$ cat config.mk
export PLATFORM = sky130hd
export DESIGN_NAME = temp_limit_and_ambient_regs
export DESIGN_NICKNAME = d
export VERILOG_FILES = /design/src/rtl/temp_limit_pkg.sv /design/src/rtl/temp_limit_and_ambient_regs.sv
export SDC_FILE = /design/constraint.sdc
export NUM_CORES = 1
export LEC_CHECK = 0
export ABC_CLOCK_PERIOD_IN_PS = 6600
export BUFFER_PORTS_ARGS = -buffer_cell sky130_fd_sc_hd__buf_4
export CORE_ASPECT_RATIO = 0.8
export CORE_UTILIZATION = 50
export DETAILED_ROUTE_END_ITERATION = 6
export PLACE_DENSITY = 0.71
export SYNTH_ARGS = -nofsm -noshare
export SYNTH_HDL_FRONTEND = slang
export SYNTH_SLANG_ARGS = --single-unit
export TNS_END_PERCENT = 50
$ cat constraint.sdc
create_clock -name clk -period 6.6 [get_ports clk]
set_input_delay 0.33 -clock clk [delete_from_list [all_inputs] [get_ports clk]]
set_output_delay 0.33 -clock clk [all_outputs]
set_load 0.05 [all_outputs]
$ cat src/rtl/temp_limit_pkg.sv
package temp_limit_pkg;

  // ----------------------------------------
  // register pointer decode
  // ----------------------------------------
  localparam logic [7:0] PTR_UPPER = 8'h02;
  localparam logic [7:0] PTR_LOWER = 8'h03;
  localparam logic [7:0] PTR_CRIT = 8'h04;
  localparam logic [7:0] PTR_AMBIENT = 8'h05;

  // ----------------------------------------
  // field layout and reset values
  // ----------------------------------------
  localparam int LIM_MSB = 12;
  localparam int LIM_LSB = 2;
  localparam int FLAG_CRIT_BIT = 15;
  localparam int FLAG_UPPER_BIT = 14;
  localparam int FLAG_LOWER_BIT = 13;
  localparam int AMB_MSB = 12;
  localparam logic [10:0] LIM_RESET = 11'h000;
  localparam logic [12:0] AMB_RESET = 13'h0000;
  localparam logic [15:0] RD_RESET = 16'h0000;

  // ----------------------------------------
  // conversion period timing
  // ----------------------------------------
  localparam int CONV_PERIOD_MS = 46;
  localparam int CLK_MHZ = 250;
  localparam int CONV_CYCLES = CONV_PERIOD_MS * CLK_MHZ * 1000;

  // ----------------------------------------
  // types
  // ----------------------------------------
  typedef enum logic [1:0] {
    RES_HALF = 2'h0,
    RES_QUARTER = 2'h1,
    RES_EIGHTH = 2'h2,
    RES_SIXTEENTH = 2'h3
  } res_e;

  typedef enum logic [2:0] {
    ST_HALT = 3'h1,
    ST_COUNT = 3'h2,
    ST_WAIT = 3'h4
  } conv_state_e;

  typedef struct packed {
    logic shutdown_select;
    logic win_lock;
    logic crit_lock;
    logic event_enable;
    logic crit_only;
  } cfg_s;

  typedef struct packed {
    logic crit;
    logic upper;
    logic lower;
  } flags_s;

endpackage

$ cat src/rtl/temp_limit_and_ambient_regs.sv
module temp_limit_and_ambient_regs
  import temp_limit_pkg::*;
#(
  parameter int CONV_CYCLES_P = CONV_CYCLES
)
(
  // clock, reset, enable
  input wire logic clk,
  input wire logic rst_n,
  input wire logic ce,
  // register port
  input wire logic [7:0] reg_ptr,
  input wire logic wr_en,
  input wire logic [15:0] wr_data,
  input wire logic rd_en,
  output logic [15:0] rd_data,
  // configuration from the config register
  input wire cfg_s cfg,
  input wire res_e resolution,
  // converter
  output logic conv_start,
  input wire logic conv_valid,
  input wire logic [12:0] conv_data,
  // status
  output logic event_active,
  output flags_s flags
);

  // ----------------------------------------
  // boundary registers
  // ----------------------------------------
  logic [10:0] lim_upper;
  logic [10:0] lim_lower;
  logic [10:0] lim_crit;
  logic [10:0] next_lim_upper;
  logic [10:0] next_lim_lower;
  logic [10:0] next_lim_crit;
  logic wr_upper;
  logic wr_lower;
  logic wr_crit;

  always_comb
  begin
    wr_upper = wr_en && reg_ptr == PTR_UPPER && !cfg.win_lock;
    wr_lower = wr_en && reg_ptr == PTR_LOWER && !cfg.win_lock;
    wr_crit = wr_en && reg_ptr == PTR_CRIT && !cfg.crit_lock;
    next_lim_upper = lim_upper;
    next_lim_lower = lim_lower;
    next_lim_crit = lim_crit;
    // only bits 12..2 are stored, the rest stays zero
    if (wr_upper)
    begin
      next_lim_upper = wr_data[LIM_MSB:LIM_LSB];
    end
    if (wr_lower)
    begin
      next_lim_lower = wr_data[LIM_MSB:LIM_LSB];
    end
    if (wr_crit)
    begin
      next_lim_crit = wr_data[LIM_MSB:LIM_LSB];
    end
  end

  always_ff @(posedge clk)
  begin
    if (!rst_n)
    begin
      lim_upper <= LIM_RESET;
      lim_lower <= LIM_RESET;
      lim_crit <= LIM_RESET;
    end
    else if (ce)
    begin
      lim_upper <= next_lim_upper;
      lim_lower <= next_lim_lower;
      lim_crit <= next_lim_crit;
    end
  end

  // ----------------------------------------
  // conversion timing
  // ----------------------------------------
  conv_state_e state;
  conv_state_e next_state;
  logic [23:0] cnt;
  logic [23:0] next_cnt;
  logic load;

  always_comb
  begin
    next_state = state;
    next_cnt = cnt;
    conv_start = 1'b0;
    load = 1'b0;
    unique case (state)
      ST_HALT:
      begin
        if (!cfg.shutdown_select)
        begin
          next_state = ST_COUNT;
          next_cnt = '0;
        end
      end
      ST_COUNT:
      begin
        if (cfg.shutdown_select)
        begin
          next_state = ST_HALT;
        end
        else if (cnt == '0)
        begin
          conv_start = ce;
          next_state = ST_WAIT;
        end
        else
        begin
          next_cnt = cnt - 24'h00_0001;
        end
      end
      ST_WAIT:
      begin
        // a result landing during shutdown is dropped, old value kept
        if (cfg.shutdown_select)
        begin
          next_state = ST_HALT;
        end
        else if (conv_valid)
        begin
          load = 1'b1;
          next_state = ST_COUNT;
          next_cnt = 24'(CONV_CYCLES_P - 1);
        end
      end
      default:
      begin
        next_state = ST_HALT;
      end
    endcase
  end

  always_ff @(posedge clk)
  begin
    if (!rst_n)
    begin
      state <= ST_COUNT;
      cnt <= '0;
    end
    else if (ce)
    begin
      state <= next_state;
      cnt <= next_cnt;
    end
  end

  // ----------------------------------------
  // ambient register
  // ----------------------------------------
  logic [12:0] amb;
  logic [12:0] next_amb;
  logic [12:0] res_mask;

  always_comb
  begin
    unique case (resolution)
      RES_HALF: res_mask = 13'h1FF8;
      RES_QUARTER: res_mask = 13'h1FFC;
      RES_EIGHTH: res_mask = 13'h1FFE;
      RES_SIXTEENTH: res_mask = 13'h1FFF;
    endcase
    // the visible copy changes only on a whole-word load: no torn reads
    next_amb = amb;
    if (load)
    begin
      next_amb = conv_data & res_mask;
    end
  end

  always_ff @(posedge clk)
  begin
    if (!rst_n)
    begin
      amb <= AMB_RESET;
    end
    else if (ce)
    begin
      amb <= next_amb;
    end
  end

  // ----------------------------------------
  // comparison flags and event
  // ----------------------------------------
  flags_s cmp_flags;
  flags_s next_flags;
  logic next_event;
  logic reeval;
  logic next_reeval;

  always_comb
  begin
    // no config bit enters here, so flags stay true while event is off
    cmp_flags.crit = $signed(amb) >= $signed({lim_crit, 2'b00});
    cmp_flags.upper = $signed(amb) > $signed({lim_upper, 2'b00});
    cmp_flags.lower = $signed(amb) < $signed({lim_lower, 2'b00});
    // flags move only after a load or boundary write: ambient reads zero till then
    next_reeval = load || wr_upper || wr_lower || wr_crit;
    next_flags = reeval ? cmp_flags : flags;
    next_event = 1'b0;
    if (cfg.event_enable && !cfg.shutdown_select)
    begin
      next_event = cfg.crit_only ? next_flags.crit : (|next_flags);
    end
  end

  always_ff @(posedge clk)
  begin
    if (!rst_n)
    begin
      flags <= '0;
      event_active <= 1'b0;
      reeval <= 1'b0;
    end
    else if (ce)
    begin
      flags <= next_flags;
      event_active <= next_event;
      reeval <= next_reeval;
    end
  end

  // ----------------------------------------
  // read path
  // ----------------------------------------
  logic [15:0] next_rd;

  always_comb
  begin
    next_rd = rd_data;
    if (rd_en)
    begin
      unique case (reg_ptr)
        PTR_UPPER: next_rd = {3'h0, lim_upper, 2'h0};
        PTR_LOWER: next_rd = {3'h0, lim_lower, 2'h0};
        PTR_CRIT: next_rd = {3'h0, lim_crit, 2'h0};
        PTR_AMBIENT: next_rd = {flags.crit, flags.upper, flags.lower, amb};
        default: next_rd = RD_RESET;
      endcase
    end
  end

  always_ff @(posedge clk)
  begin
    if (!rst_n)
    begin
      rd_data <= RD_RESET;
    end
    else if (ce)
    begin
      rd_data <= next_rd;
    end
  end
endmodule

# Word-level counts from Yosys, hierarchy flattened
# Index checks and enable logic that the tools add are counted.
# classes
n_addsub	1
muxes	23
n_reduce_logical	24
bitwise	1
n_eq_ne	17
magnitude_cmp	3
# op_table
operator	count
two-way mux 24 bit	5
one-hot mux 24 bit (3 select lines)	1
one-hot mux 16 bit (4 select lines)	1
one-hot mux 13 bit (4 select lines)	1
zero test 24 bit	1
subtractor 24 x 1 -> 24 bit (second input constant)	1
two-way mux 3 bit	6
== test 8 x 2 -> 1 bit (second input constant)	2
== test 8 x 3 -> 1 bit (second input constant)	2
bitwise AND 13 bit	1
>= comparator 13 bit	1
> comparator 13 bit	1
less-than comparator 13 bit	1
inequality test 2 bit (second input constant)	5
AND reduction 2 bit	5
one-hot mux 3 bit (3 select lines)	1
two-way mux 1 bit	8
logical AND 1 bit	7
AND reduction 7 bit	1
inequality test 3 bit (second input constant)	2
== test 2 bit (second input constant)	2
AND reduction 4 bit	1
== test 3 x 1 -> 1 bit (second input constant)	1
== test 3 x 2 -> 1 bit (second input constant)	1
other kinds (7)	11
# word_totals
out_inout_bits	21
inputBits	50
ff_bits	94
elab_cells	81

# Longest topological paths before layout
# depth
depth_word	6
ltp_mapped	9
depth_no_buf	8

# Worst setup path after synthesis
# No wires, ideal clock.
# synth_path
path_kind	flip-flop to output port
start	register cnt[0]
end	output conv_start
path_buffers	0
path_stages_with_launch	7
arrival_time_ns	2.118
required_ns	6.270
setup_slack_ns	4.152
path_cell_list	dfxtp_1 > inv_1 > ha_1 > or4b_4 > nand4bb_1 > nor3_2 > and4_1
# synth_via
elab_chain_cells	4
# synth_lines
element	line_no	text
from (decl)	temp_limit_and_ambient_regs.sv:86	logic [23:0] cnt;
from (signal assigned)	temp_limit_and_ambient_regs.sv:152	cnt <= next_cnt;
zero test 24 bit	temp_limit_and_ambient_regs.sv:111	else if (cnt == '0)
two-way mux 1 bit	temp_limit_and_ambient_regs.sv:111	
two-way mux 1 bit	temp_limit_and_ambient_regs.sv:107	if (cfg.shutdown_select)
two-way mux 1 bit	temp_limit_and_ambient_regs.sv:96	unique case (state)
to (decl)	temp_limit_and_ambient_regs.sv:21	output logic conv_start,
# Every way passes these cells.

# Final worst setup path
# Ends and elaborated chain as after synthesis.

==> flow_metrics.tcl <==
set metrics [dict create \
    synth_compound_area_frac 0.216 \
    row_count 33 \
    fin_setup_tns_ns 0 \
    die_height_um 95.0 \
    fill_cells 940 \
    power.density_mw_per_mm2 343 \
    skew_ns 0.00719 \
    critPathLaunchType "flip-flop" \
    max_freq_mhz 334 \
    ir_drop_mv 0.197 \
    clk_path_buf_depth 2 \
    drv_cap 0 \
    status "completed" \
    synthXorXnorAreaFrac 0.00972 \
    num_io_pins 71 \
    wl_met3_um 683 \
    hp-class "in2reg" \
    synth.cell_area_mm2 0.00541 \
    dr_wl_met2_mm 6.26 \
    period_needed_ns 2.99 \
    period_share 0.453 \
    cts-htree-levels 3 \
    synth_most_common_cell "dfxtp_1" \
    avgSynthCellArea_um2 8.64 \
    area_growth_pct 15.8 \
    antenna_found_initial 0 \
    cpPeakStageDelay_ns 0.52 \
    synth_cells 626 \
    highest_layer "met4" \
    finalHoldViolations 0 \
    wl_met1_mm 7.00 \
    ys_warn_count 0 \
    routed_via_density 5.87 \
    grt_use_total 0.264 \
    postCtsSetupBuffers 0 \
    wl_per_cell_um 17.3 \
    pre_cts_slack_ns 3.55 \
    clock_latency_ns 0.35 \
    seq_area_mm2 0.00188 \
    grt_first_pass_wirelength_mm 23.0 \
    io_buffers 65 \
    cts_hold_buf 0 \
    netlist.area_leader.share 0.348 \
    yosysSeqAreaShare 0.348 \
    grt-ovfl-total 0 \
    drive_gt1_frac 0.157 \
    place_inst 804 \
    ys_ff_latch 94 \
    synth_mux_area_frac 0.0629 \
    path_max_fanout 5 \
    final_util 0.604 \
    crit_type "reg2out" \
    fin_cells 820 \
    worstPathArrival_ns 2.66 \
    yosys.area_share.simple 0.229 \
    clock_sinks 94 \
    initial_core_util 0.522 \
    drt_iter0_markers 297 \
    clockRootBuffer "clkbuf_16" \
    end_kind "output pin" \
    routed_wl_mm 14.2 \
    synth_flop_cell "dfxtp_1" \
    synth_fp_nets 709 \
    numCtsBuffers 9 \
    fin_ws_ns 3.61 \
    yosysUniqueCellTypes 71 \
    coreArea_mm2 0.0104 \
    async_reset_ff_frac 0 \
    synthAdderAreaFrac 0.0764 \
    cts_resized 0 \
    p_leak_nw 2.29 \
    antenna_left 0 \
    grt_pass1_vias 4460 \
    required_ns 6.27 \
    die_w_um 118 \
    drc 0 \
    cp_slowest_cell "or4b_4" \
    nets 758 \
    antenna_cells 0 \
    grt_max_degree 90 \
    yosysTopAreaCell "dfxtp_1" \
    first_pass_iters 5 \
    clk_pin_slew_ns 0.06 \
    rsz0062_at_grt "no" \
    synth_top_family_by_area "simple AND/OR/NAND/NOR gates" \
    multi_input_area_mm2 0.00322 \
    cp_cell_sequence "inv_1 -> ha_1 -> or4b_4 -> nand4bb_1 -> nor3_2 -> and4_1 -> buf_4" \
    gp_congestion 0.864 \
    total_power_w 0.00215 \
    dieArea_mm2 0.0112 \
    slew-limit-headroom 0.313 \
    cts_tree "yes" \
    setup_viol 0 \
    slew_violations 0 \
    synthTopCellsByCount "94 x dfxtp_1, 59 x nand2_1, 39 x nor2b_1, 38 x inv_1, 38 x nor2_1" \
    dpl.hpwl_mm 10.0 \
    num_vias 4814 \
    worst_pin_slew_ns 1.03 \
    synth_edf_count 0 \
    synthTopCellsByArea "dfxtp_1 35%, ha_1 7.6%, mux2i_1 6.3%" \
]
==> power by group <==
| group | switching, W | internal, W | total [W] |
|---|---|---|---|
| clock | 0.000221 | 0.000335 | 0.000556 |
| combinational | 0.000537 | 0.000359 | 0.000896 |
| sequential | 0.0000730 | 0.000626 | 0.000699 |
==> layer usage <==
metal / vias to the layer above / track usage
met4: 0 / 0.0876
met2: 143 / 0.415
met5: - / 0
met3: 22 / 0.0478
met1: 2298 / 0.366
li1: 2351 / -
==> state kept, by name (all words and copies together) (netlist names) <==
name          cells
cnt              24
flags             3
amb              13
lim_lower        11
lim_crit         11
lim_upper        11
event_active      1
state             3
reeval            1
rd_data          16
==> worst max-delay path, delay by kind of cell (launching register included) <==
family	cells	cell delay, ns
AND/OR/NAND/NOR	4	1.50
flip-flops	1	0.33
buffers and inverters	2	0.28
adder cells (fa/ha/maj)	1	0.21
==> final cells by class <==
| class | count | area share |
|---|---|---|
| clock buffer | 14 | 0.0453 |
| clock inverter | 2 | 0.00599 |
| inverter | 38 | 0.0228 |
| multi-input combinational | 462 | 0.514 |
| sequential | 94 | 0.300 |
| tap | 140 | 0.0280 |
| timing repair buffer | 70 | 0.0839 |
==> worst paths after layout <==
path | start | to | slack [ns] | depth (start not counted)
setup / recovery | cnt[0] | conv_start | 3.61 | 7
hold / removal | conv_data[3] | amb[3] | 0.24 | 3
setup reg to reg | cnt[0] | cnt[14] | 3.85 | 8
hold reg to reg | rd_data[15] | rd_data[15] | 0.47 | 2
==> metrics by stage <==
| step | hold WS [ns] | cell area, um^2 |
|---|---|---|
| after floorplan | 0.442 | 5410 |
| after global placement | 0.457 | 5940 |
| after detailed placement | 0.460 | 5940 |
| after CTS | 0.239 | 6260 |
| after global routing | 0.263 | 6260 |
| final | 0.244 | 6260 |
==> cells by family (layout without fill, tap and decap cells) <==
logic type               Yosys count  count (layout)
adder cells (fa/ha/maj)           33              33
AND/OR/NAND/NOR                  220             220
flip-flops                        94              94
buffers and inverters             70             124
AO/OA/AOI/OAI                    169             169
multiplexers                      34              34
XOR/XNOR                           6               6
==> cell usage in the layout (no fill, tap or decap), types with 9 or more instances in the layout <==
master	instances
clkbuf_16	9
inv_1	38
ha_1	33
a221oi_1	11
o21ai_1	9
buf_4	70
nand3_1	11
o21ai_0	37
nor2b_1	39
a21boi_0	27
a21oi_1	19
mux2i_1	34
nor2_1	38
a22o_1	11
nand2_1	59
dfxtp_1	94
and2_1	12
Power figures use the tool's default switching activity.
